--- config.mk ---
export PLATFORM = sky130hd
export DESIGN_NAME = tc0io_top
export DESIGN_NICKNAME = d
export VERILOG_FILES = /design/src/tc0io_pkg.sv /design/src/tc0io_top.sv
export SDC_FILE = /design/constraint.sdc
export NUM_CORES = 1
export LEC_CHECK = 0
export ABC_AREA = 1
export BUFFER_PORTS_ARGS = -buffer_cell sky130_fd_sc_hd__buf_4
export CAP_MARGIN = 15
export CORE_MARGIN = 1
export CORE_UTILIZATION = 35
export DETAILED_ROUTE_END_ITERATION = 8
export MAX_ROUTING_LAYER = met4
export PLACE_DENSITY = 0.52
export SYNTH_ARGS = -nofsm -noshare
export SYNTH_HDL_FRONTEND = slang
export SYNTH_SLANG_ARGS = --single-unit
--- constraint.sdc ---
create_clock -name clk -period 2.2 [get_ports clk]
set_input_delay 0.11 -clock clk [delete_from_list [all_inputs] [get_ports clk]]
set_output_delay 0.11 -clock clk [all_outputs]
set_load 0.03 [all_outputs]
--- src/tc0io_pkg.sv ---
/*
 timer channel 0 i/o control: register indexes, field positions,
 reset values, pin carrier and bus states.
 assumes a 32-bit classic wishbone bus, byte address = 4 * index.
*/
package tc0io_pkg;
    // ------------------------------------------------------------
    // register indexes
    // ------------------------------------------------------------
    localparam logic [15:0] IDX_CFG  = 16'hFFD0; // psc + clear sel
    localparam logic [15:0] IDX_MODE = 16'hFFD1; // buffer enables
    localparam logic [15:0] IDX_IOH  = 16'hFFD2; // codes a (3:0) b (7:4)
    localparam logic [15:0] IDX_IOL  = 16'hFFD3; // codes c (3:0) d (7:4)
    localparam logic [15:0] IDX_STAT = 16'hFFD4; // pin state, read only
    localparam logic [15:0] IDX_GR0  = 16'hFFD8; // general regs a..d
    // ------------------------------------------------------------
    // field positions
    // ------------------------------------------------------------
    localparam int MODE_BFA_POS = 4;
    localparam int MODE_BFB_POS = 5;
    localparam int CFG_PSC_LSB  = 0;
    localparam int CFG_CLR_LSB  = 3;
    localparam int CODE_CAP     = 3; // 1: input capture
    localparam int CODE_CH1     = 2; // capture source channel 1
    localparam int CODE_INIT    = 2; // initial pin level
    localparam int CODE_BOTH    = 1;
    localparam int CODE_FALL    = 0;
    // ------------------------------------------------------------
    // reset values and encodings
    // ------------------------------------------------------------
    localparam logic [7:0]  RST_IO   = 8'h00;
    localparam logic [7:0]  RST_MODE = 8'h00;
    localparam logic [7:0]  RST_CFG  = 8'h00;
    localparam logic [15:0] RST_GR   = 16'h0000;
    localparam logic [2:0]  PSC_UNDIV = 3'h0;
    localparam logic [1:0]  ACT_OFF  = 2'h0;
    localparam logic [1:0]  ACT_LOW  = 2'h1;
    localparam logic [1:0]  ACT_HIGH = 2'h2;
    localparam logic [1:0]  ACT_TGL  = 2'h3;
    localparam logic [2:0]  CLR_A    = 3'h1;
    localparam logic [2:0]  CLR_B    = 3'h2;
    localparam logic [2:0]  CLR_C    = 3'h5;
    localparam logic [2:0]  CLR_D    = 3'h6;
    // pin drive carrier
    typedef struct packed {
        logic [3:0] lvl;
        logic [3:0] oe;
    } tc0io_pinDrv_t;
    // bus slave states
    typedef enum logic [1:0] {
        BUS_IDLE = 2'b01,
        BUS_ACK  = 2'b10
    } tc0io_busSt_t;
endpackage

--- src/tc0io_top.sv ---
/*
 timer channel 0 capture/compare pin control with wishbone slave.
 assumes the channel counter and channel-1 count event come from
 logic on clk; pins arrive asynchronously and are synchronised here.
*/
// Implementation choice: the Wishbone slave port.
`timescale 1ns/1ps
`default_nettype none
// Contract
// - buffer a set pairs c with a
// - buffer b set pairs d with b
// - code 0x00 off, 0x01 low, bit2 initial level
// - code 0x10 drives high at match
// - code 0x11 toggles at match
// - code 1000 captures on rising edge
// - code 1001 captures on falling edge
// - code 101x captures on both edges
// - code 11xx captures on channel 1 count
// - channel 1 undivided clock blocks that capture
// - buffered c ignores its code
// - buffered d ignores its code
// - low control register: d high, c low
// - buffered c/d act purely as buffers
// - buffered c/d never clear the counter
module tc0io_top #(
    parameter int CNT_W = 16
) (
    // clock and reset
    input  wire logic              clk,
    input  wire logic              nrst,
    // wishbone slave
    input  wire logic              wbCycI,
    input  wire logic              wbStbI,
    input  wire logic              wbWeI,
    input  wire logic [17:0]       wbAdrI,
    input  wire logic [3:0]        wbSelI,
    input  wire logic [31:0]       wbDatI,
    output logic      [31:0]       wbDatO,
    output logic                   wbAckO,
    // timer core, same clock
    input  wire logic [CNT_W-1:0]  channelCounter,
    input  wire logic              ch1CountEvt,
    output logic                   counterClr,
    // pins a..d: input, level, enable
    input  wire logic [3:0]        pinIn,
    output var tc0io_pkg::tc0io_pinDrv_t pinDrv
);
    // ------------------------------------------------------------
    // storage
    // ------------------------------------------------------------
    tc0io_pkg::tc0io_busSt_t busSt_r;   // bus slave state
    logic [7:0]       ioHigh_r;          // codes a, b
    logic [7:0]       ioLow_r;           // codes c, d
    logic [7:0]       mode_r;            // buffer enables
    logic [7:0]       cfg_r;             // prescale and clear select
    logic [CNT_W-1:0] genReg_r [4];      // general regs a..d
    logic [3:0]       pinS1_r;           // sync stage 1
    logic [3:0]       pinS2_r;           // sync stage 2
    logic [3:0]       pinS3_r;           // previous synced level
    logic [15:0]      codePrev_r;        // codes last cycle
    logic [3:0]       ioCode [4];        // per register code
    logic [3:0]       inhib;             // register is a buffer
    logic [3:0]       match;             // compare match event
    logic [3:0]       capHit;            // capture event
    logic [1:0]       bufEn;             // buffer a, buffer b
    logic [2:0]       pscSel;
    logic [2:0]       clrSel;
    logic             busReq;
    logic             busWr;
    logic [15:0]      idx;
    logic [15:0]      codeAll;

    // ------------------------------------------------------------
    // decode helpers
    // ------------------------------------------------------------
    // capture condition for one code; shared by all four registers
    function automatic logic capFor(input logic [3:0] c, input logic rise,
                                    input logic fall, input logic ch1Ok);
        logic r;
        r = 1'b0;
        if (c[tc0io_pkg::CODE_CAP]) begin
            if (c[tc0io_pkg::CODE_CH1])
                r = ch1Ok;
            else if (c[tc0io_pkg::CODE_BOTH])
                r = rise | fall;
            else if (c[tc0io_pkg::CODE_FALL])
                r = fall;
            else
                r = rise;
        end
        return r;
    endfunction

    // byte-lane merge used by the four general registers
    function automatic logic [15:0] laneMerge(input logic [15:0] old,
                                              input logic [31:0] d,
                                              input logic [3:0] s);
        logic [15:0] r;
        r = old;
        if (s[0])
            r[7:0] = d[7:0];
        if (s[1])
            r[15:8] = d[15:8];
        return r;
    endfunction

    // ------------------------------------------------------------
    // event decode
    // ------------------------------------------------------------
    assign idx     = wbAdrI[17:2];
    assign busReq  = wbCycI & wbStbI & (busSt_r == tc0io_pkg::BUS_IDLE);
    assign busWr   = busReq & wbWeI;
    assign bufEn   = {mode_r[tc0io_pkg::MODE_BFB_POS],
                      mode_r[tc0io_pkg::MODE_BFA_POS]};
    assign pscSel  = cfg_r[tc0io_pkg::CFG_PSC_LSB +: 3];
    assign clrSel  = cfg_r[tc0io_pkg::CFG_CLR_LSB +: 3];
    assign ioCode[0] = ioHigh_r[3:0];
    assign ioCode[1] = ioHigh_r[7:4];
    assign ioCode[2] = ioLow_r[3:0];
    assign ioCode[3] = ioLow_r[7:4];
    assign codeAll = {ioLow_r, ioHigh_r};
    // c and d become plain buffers; their codes are dead while paired
    assign inhib   = {bufEn[1], bufEn[0], 2'b00};

    always_comb begin
        for (int i = 0; i < 4; i++) begin
            match[i]  = ~ioCode[i][tc0io_pkg::CODE_CAP] & ~inhib[i]
                      & (channelCounter == genReg_r[i]);
            // an undivided channel 1 clock cannot be seen as events
            capHit[i] = ~inhib[i] & capFor(ioCode[i],
                        pinS2_r[i] & ~pinS3_r[i],
                        ~pinS2_r[i] & pinS3_r[i],
                        ch1CountEvt & (pscSel != tc0io_pkg::PSC_UNDIV));
        end
    end

    // ------------------------------------------------------------
    // pin synchronisers; stage 1 feeds stage 2 only
    // ------------------------------------------------------------
    always_ff @(posedge clk or negedge nrst) begin
        if (!nrst) begin
            pinS1_r <= 4'h0;
            pinS2_r <= 4'h0;
            pinS3_r <= 4'h0;
        end else begin
            pinS1_r <= pinIn;
            pinS2_r <= pinS1_r;
            pinS3_r <= pinS2_r;
        end
    end

    // ------------------------------------------------------------
    // wishbone slave: one wait state, ack for one cycle
    // ------------------------------------------------------------
    always_ff @(posedge clk or negedge nrst) begin
        if (!nrst) begin
            busSt_r <= tc0io_pkg::BUS_IDLE;
            wbAckO  <= 1'b0;
            wbDatO  <= 32'h0000_0000;
        end else begin
            case (busSt_r)
                tc0io_pkg::BUS_IDLE: begin
                    if (busReq) begin
                        busSt_r <= tc0io_pkg::BUS_ACK;
                        wbAckO  <= 1'b1;
                        wbDatO  <= 32'h0000_0000;       // unmapped reads 0
                        case (idx)
                            tc0io_pkg::IDX_CFG:  wbDatO[7:0] <= cfg_r;
                            tc0io_pkg::IDX_MODE: wbDatO[7:0] <= mode_r;
                            tc0io_pkg::IDX_IOH:  wbDatO[7:0] <= ioHigh_r;
                            tc0io_pkg::IDX_IOL:  wbDatO[7:0] <= ioLow_r;
                            tc0io_pkg::IDX_STAT: wbDatO[7:0] <= {pinS2_r, pinDrv.lvl};
                            default: begin
                                for (int i = 0; i < 4; i++) begin
                                    if (idx == tc0io_pkg::IDX_GR0 + 16'(i))
                                        wbDatO[CNT_W-1:0] <= genReg_r[i];
                                end
                            end
                        endcase
                    end
                end
                tc0io_pkg::BUS_ACK: begin
                    busSt_r <= tc0io_pkg::BUS_IDLE;     // drop ack next cycle
                    wbAckO  <= 1'b0;
                end
                default: begin
                    busSt_r <= tc0io_pkg::BUS_IDLE;
                    wbAckO  <= 1'b0;
                end
            endcase
        end
    end

    // ------------------------------------------------------------
    // control registers, lane 0 only
    // ------------------------------------------------------------
    always_ff @(posedge clk or negedge nrst) begin
        if (!nrst) begin
            ioHigh_r <= tc0io_pkg::RST_IO;
            ioLow_r  <= tc0io_pkg::RST_IO;
            mode_r   <= tc0io_pkg::RST_MODE;
            cfg_r    <= tc0io_pkg::RST_CFG;
        end else if (busWr && wbSelI[0]) begin
            if (idx == tc0io_pkg::IDX_IOH)
                ioHigh_r <= wbDatI[7:0];
            if (idx == tc0io_pkg::IDX_IOL)
                ioLow_r <= wbDatI[7:0];
            if (idx == tc0io_pkg::IDX_MODE)
                mode_r <= wbDatI[7:0] & 8'h30;
            if (idx == tc0io_pkg::IDX_CFG)
                cfg_r <= wbDatI[7:0] & 8'h3F;
        end
    end

    // ------------------------------------------------------------
    // general registers: capture and buffer moves beat bus writes
    // ------------------------------------------------------------
    always_ff @(posedge clk or negedge nrst) begin
        if (!nrst) begin
            for (int i = 0; i < 4; i++)
                genReg_r[i] <= tc0io_pkg::RST_GR;
        end else begin
            for (int i = 0; i < 4; i++) begin
                if (busWr && idx == tc0io_pkg::IDX_GR0 + 16'(i))
                    genReg_r[i] <= CNT_W'(laneMerge(16'(genReg_r[i]),
                                                    wbDatI, wbSelI));
            end
            for (int i = 0; i < 2; i++) begin
                // capture pushes the old value into the buffer
                if (bufEn[i] && capHit[i])
                    genReg_r[i+2] <= genReg_r[i];
                if (capHit[i])
                    genReg_r[i] <= channelCounter;
                else if (bufEn[i] && match[i])
                    genReg_r[i] <= genReg_r[i+2];
            end
            for (int i = 2; i < 4; i++) begin
                if (capHit[i])
                    genReg_r[i] <= channelCounter;
            end
        end
    end

    // ------------------------------------------------------------
    // pin drive: initial level the cycle after a code change
    // ------------------------------------------------------------
    always_ff @(posedge clk or negedge nrst) begin
        if (!nrst) begin
            pinDrv     <= '0;
            codePrev_r <= 16'h0000;
        end else begin
            codePrev_r <= codeAll;
            for (int i = 0; i < 4; i++) begin
                // compare mode with a non-zero action drives the pin unless the register is a buffer
                pinDrv.oe[i] <= ~ioCode[i][tc0io_pkg::CODE_CAP] & ~inhib[i]
                              & (ioCode[i][1:0] != tc0io_pkg::ACT_OFF);
                if (codeAll[4*i +: 4] != codePrev_r[4*i +: 4])
                    pinDrv.lvl[i] <= ioCode[i][tc0io_pkg::CODE_INIT];
                else if (match[i]) begin
                    case (ioCode[i][1:0])
                        tc0io_pkg::ACT_LOW:  pinDrv.lvl[i] <= 1'b0;
                        tc0io_pkg::ACT_HIGH: pinDrv.lvl[i] <= 1'b1;
                        tc0io_pkg::ACT_TGL:  pinDrv.lvl[i] <= ~pinDrv.lvl[i];
                        default:             pinDrv.lvl[i] <= pinDrv.lvl[i];
                    endcase
                end
            end
        end
    end

    // ------------------------------------------------------------
    // counter clear pulse; buffers never match or capture
    // ------------------------------------------------------------
    always_ff @(posedge clk or negedge nrst) begin
        if (!nrst)
            counterClr <= 1'b0;
        else begin
            case (clrSel)
                tc0io_pkg::CLR_A: counterClr <= match[0] | capHit[0];
                tc0io_pkg::CLR_B: counterClr <= match[1] | capHit[1];
                tc0io_pkg::CLR_C: counterClr <= match[2] | capHit[2];
                tc0io_pkg::CLR_D: counterClr <= match[3] | capHit[3];
                default:          counterClr <= 1'b0;
            endcase
        end
    end
endmodule
`default_nettype wire

==> impl_table.tex <==
\begin{tabular}{lr}
\hline
Metric & Value \\
\hline
\multicolumn{2}{l}{\textbf{STA}} \\
\quad Hold Worst Slack & 0.0147 ns \\
\quad Final hold violations & 0 \\
\quad Crit path setup slack, layout & 0.132 ns \\
\quad Slew Limit Headroom & 56.2\% \\
\quad Final max-slew violation count & 0 \\
\quad Worst slew pin tran & 0.658 ns \\
\quad Clock period minus worst slack & 2.07 ns \\
\quad Final setup vio count & 0 \\
\quad Unrepaired setup endpoints after global routing & true \\
\quad Share of the cycle needed by the critical path after routing & 94.0\% \\
\quad Final setup skew & 0.0130 ns \\
\quad Highest clock frequency the design can meet & 484 MHz \\
\multicolumn{2}{l}{\textbf{CTS}} \\
\quad CTS buffer count & 17 \\
\quad Deepest clock path buffer count & 2 \\
\quad Sink Count & 143 \\
\quad Root Buffer & sky130\_fd\_sc\_hd\_\_clkbuf\_16 \\
\quad Clock transition at the registers of the reported paths & 0.07 ns \\
\quad TritonCTS clock tree & built \\
\quad Clk Latency, worst-skew pair & 0.45 ns \\
\quad H-tree levels & 4 \\
\multicolumn{2}{l}{\textbf{Detailed routing}} \\
\quad Wire per inst & 17.7 um \\
\quad Via count & 9908 \\
\quad Number of iterations in the first detailed-routing pass & 7 \\
\quad Wire length the detailed router placed on met1 & 17.7 mm \\
\quad Number of antenna-violating nets in the routed design & 0 \\
\quad Sum of met3 wire segment lengths after detailed routing & 2.36 mm \\
\quad DRC errors left & 0 \\
\quad Via count normalized by instance count & 4.95 \\
\quad Highest metal layer with signal wires & met4 \\
\quad Final WL & 35.5 mm \\
\quad Met2 routed WL & 15.0 mm \\
\quad Drt initial violations & 847 \\
\multicolumn{2}{l}{\textbf{Synth}} \\
\quad Number of warnings issued by yosys & 0 \\
\quad Netlist area before placement & 9890 um\^{}2 \\
\quad Sequential cell area fraction in the yosys report & 36.2\% \\
\quad Post-synthesis cell count & 1473 \\
\quad Count of flip-flops with a built-in enable after synthesis & 0 \\
\quad Netlist cell types & 42 \\
\quad Avg Inst Size Synth & 6.71 um\^{}2 \\
\quad Yosys top cell area share & 35.9\% \\
\quad Top cells by area, synth & sky130\_fd\_sc\_hd\_\_dfrtp\_1 (36\%), sky130\_fd\_sc\_hd\_\_nand2\_1 (22\%), sky130\_fd\_sc\_hd\_\_nand3\_1 (6.7\%) \\
\quad Synthesized flop and latch total & 143 \\
\quad Top cells by count, synth & sky130\_fd\_sc\_hd\_\_nand2\_1 (569), sky130\_fd\_sc\_hd\_\_inv\_1 (153), sky130\_fd\_sc\_hd\_\_dfrtp\_1 (142) \\
\quad Prevailing post-synth register cell & sky130\_fd\_sc\_hd\_\_dfrtp\_1 \\
\quad Share of flip-flops with an asynchronous set or reset after synthesis & 100\% \\
\quad Count leader, synth & sky130\_fd\_sc\_hd\_\_nand2\_1 \\
\quad Largest area contributor in the synthesized netlist & sky130\_fd\_sc\_hd\_\_dfrtp\_1 \\
\multicolumn{2}{l}{\textbf{Die}} \\
\quad Starting density of the core & 35.6\% \\
\quad Chip width & 170 um \\
\quad Total die area & 28900 um\^{}2 \\
\quad Boundary pin count & 122 \\
\quad Die Ht & 170 um \\
\quad Core box area & 27800 um\^{}2 \\
\quad Placement row count & 61 \\
\multicolumn{2}{l}{\textbf{Placed design}} \\
\quad HPWL reported at the end of detailed placement & 27.5 mm \\
\quad Placed instance count & 1954 \\
\quad Placer Congestion & 0.916 \\
\quad Pre-CTS WS & -0.111 ns \\
\quad Number of buffer cells added on primary ports & 85 \\
\multicolumn{2}{l}{\textbf{Critical path}} \\
\quad Arrival @ worst endpoint & 2.45 ns \\
\quad Launch point of the worst path & pinS2\_r[1] \\
\quad Kind of critical path & flop to flop \\
\quad Most common cell on crit path & sky130\_fd\_sc\_hd\_\_nand2\_1 \\
\quad Worst-path fanout max & 8 \\
\quad Startpoint of the most critical register-to-register path & pinS2\_r[1] \\
\quad Critical Path, Cell by Cell & inv\_1 > ha\_1 > nor2\_1 > nor2\_1 > nand2\_1 > nand2\_1 > nor2\_4 > nand2\_1 > buf\_4 > o211ai\_1 > nand3\_1 > nand2\_1 \\
\quad Cell depth of the worst flop-to-flop path & 12 \\
\quad Largest incremental delay on the critical path & 0.36 ns \\
\quad CP Capture Type & flop \\
\quad Cell with the largest stage delay on the worst path & sky130\_fd\_sc\_hd\_\_dfrtp\_1 \\
\quad Endpoint required time on the critical path & 2.58 ns \\
\quad Setup crit end & genReg\_r[8] \\
\quad R2R setup slack & 0.13 ns \\
\quad Number of stages on the worst setup path & 12 \\
\quad Critical path launch point type & flop \\
\quad CP Buf/Inv Count & 2 \\
\quad Kind of cell adding the most delay to the critical path & simple AND/OR/NAND/NOR gates \\
\quad FF-to-FF End & genReg\_r[8] \\
\multicolumn{2}{l}{\textbf{Power and ir drop}} \\
\quad Proportion of power drawn by the clock network & 50.0\% \\
\quad Combinational fraction of design power & 9.0\% \\
\quad Switching share of total power & 27.6\% \\
\quad Leakage & 6.37 nW \\
\quad Peak supply drop & 478 uV \\
\quad Cell internal pwr & 4.69 mW \\
\quad Power per unit of standard cell area & 537 nW/um\^{}2 \\
\quad Switching pwr & 1.79 mW \\
\quad Share of total power in sequential cells & 40.9\% \\
\multicolumn{2}{l}{\textbf{Global route}} \\
\quad Antenna violations before repair & 0 \\
\quad GRT Total Usage & 26.4\% \\
\quad Maximum number of pins on one net before global-route repair & 67 \\
\quad Vias in the first global route & 9201 \\
\quad Wire length of the first global-routing pass & 55.6 mm \\
\quad Overflow left after global routing & 0 \\
\multicolumn{2}{l}{\textbf{Cells and area}} \\
\quad Final std cells w/o fill & 2002 \\
\quad Layout cell share with drive strength beyond 1 & 16.4\% \\
\quad Number of nets in the layout & 1713 \\
\quad Number of diodes & 0 \\
\quad Synthesis-to-layout area growth & 22.0\% \\
\quad Share of the core filled with cells in the final layout & 43.4\% \\
\quad Filler cell count & 2979 \\
\multicolumn{2}{l}{\textbf{Run status}} \\
\quad Status & finished, final reports clean \\
\multicolumn{2}{l}{\textbf{Job}} \\
\quad Maximum capacitance violations & 0 \\
\multicolumn{2}{l}{\textbf{Worst hold path}} \\
\quad Classification of the worst-slack hold path & primary input to flop \\
\hline
\end{tabular}
-- what timing repair did --
action / in CTS / in global routing
endpoints found under the setup margin: 33 / 39
resized for setup: 2 / 11
hold endpoints to repair: 80 / 0
pin swaps: 0 / 1
hold buffers: 15 / 0
buffers inserted: 0 / 1
-- cell type report --
type                    count  area [um^2]  share of cell area [%]
clock inverters            15          208                    1.72
repair buffers            167         1330                    11.0
flip-flops and latches    143         3580                    29.7
multi-input cells        1092         5330                    44.2
well taps                 378          473                    3.92
clock buffers              17          425                    3.53
inverters                 190          713                    5.91
-- cells in the final DEF (no fill, tap or decap), types with 2 or more instances in the layout --
cell / n
sky130_fd_sc_hd__a21oi_1: 37
sky130_fd_sc_hd__a31oi_1: 12
sky130_fd_sc_hd__buf_12: 3
sky130_fd_sc_hd__buf_4: 148
sky130_fd_sc_hd__bufinv_16: 3
sky130_fd_sc_hd__clkbuf_16: 17
sky130_fd_sc_hd__clkinv_1: 3
sky130_fd_sc_hd__conb_1: 16
sky130_fd_sc_hd__dfrtp_1: 142
sky130_fd_sc_hd__dlygate4sd3_1: 15
sky130_fd_sc_hd__ha_1: 22
sky130_fd_sc_hd__inv_1: 151
sky130_fd_sc_hd__inv_2: 36
sky130_fd_sc_hd__inv_6: 6
sky130_fd_sc_hd__inv_8: 5
sky130_fd_sc_hd__nand2_1: 568
sky130_fd_sc_hd__nand2_2: 5
sky130_fd_sc_hd__nand3_1: 126
sky130_fd_sc_hd__nand3_2: 6
sky130_fd_sc_hd__nand3_4: 2
sky130_fd_sc_hd__nand3b_1: 2
sky130_fd_sc_hd__nand4_1: 45
sky130_fd_sc_hd__nand4_4: 4
sky130_fd_sc_hd__nor2_1: 94
sky130_fd_sc_hd__nor2_2: 9
sky130_fd_sc_hd__nor2_4: 9
sky130_fd_sc_hd__nor3_1: 12
sky130_fd_sc_hd__o211ai_1: 9
sky130_fd_sc_hd__o21ai_0: 37
sky130_fd_sc_hd__o21ai_1: 19
sky130_fd_sc_hd__o21ai_4: 4
sky130_fd_sc_hd__o221ai_1: 5
sky130_fd_sc_hd__o22ai_1: 2
sky130_fd_sc_hd__or2_2: 3
sky130_fd_sc_hd__xnor2_1: 23
sky130_fd_sc_hd__xor2_1: 14
-- worst min-delay path by stage --
stage	start	endpoint	slack [ns]	cells past startpoint
2_1_floorplan	nrst	cfg_r[0]	-0.19	0
3_3_place_gp	nrst	pinDrv[1]	0.17	1
3_5_place_dp	nrst	pinDrv[1]	0.18	1
4_1_cts	wbDatI[5]	genReg_r[37]	0.007	5
5_1_grt	wbDatI[13]	genReg_r[45]	0.04	5
6_report	wbDatI[5]	genReg_r[37]	0.01	5
-- per-layer routing --
metal | vias up | track usage, %
li1 | 4909 | -
met1 | 4619 | 38.8
met2 | 351 | 37.4
met3 | 29 | 3.93
met4 | 0 | 6.54
met5 | - | -
-- tightest hold or removal path: cells and delay by family --
kind	cells	cell delay, ns
and+or+nand+nor	4	0.21
buffers and inverters	1	0.10
-- flip-flops by register name, summed over array words and instances, names as in the netlist, 2 cells and up --
signal and flops:
pinS2_r 4, codePrev_r 16, cfg_r 6, wbDatO 16, genReg_r 64, pinS1_r 4
mode_r 2, pinS3_r 4, pinDrv 8, ioLow_r 8, ioHigh_r 8
-- power groups by stage --
stage / clock, mW / combinational (mW) / sequential, mW
global placement: 0 / 0.556 / 2.70
floorplan: 0 / 0.290 / 2.70
detailed placement: 0 / 0.559 / 2.70
finish: 3.24 / 0.583 / 2.65
CTS: 3.30 / 0.582 / 2.65
global route: 3.39 / 0.641 / 2.65
-- logic make-up (layout without fill, tap and decap cells) --
logic type      Yosys count  in the layout  synth area share [%]
other cells               1             16                0.0379
fa+ha+maj                22             22                  2.78
buf+inv                 253            389                  10.9
simple gates            888            888                  39.0
compound gates          129            129                  7.73
flops                   143            143                  36.2
xor+xnor                 37             37                  3.28
-- through the flow --
step / cell area [um^2] / TNS (ns) / power [mW]
after floorplan: 9940 / 0 / 2.99
after global routing: 12100 / -0.0685 / 6.68
after detailed placement: 11200 / -1.02 / 3.26
after global placement: 11200 / -1.24 / 3.26
final: 12100 / 0 / 6.47
after CTS: 12000 / 0 / 6.54
Power figures use the tool's default switching activity.
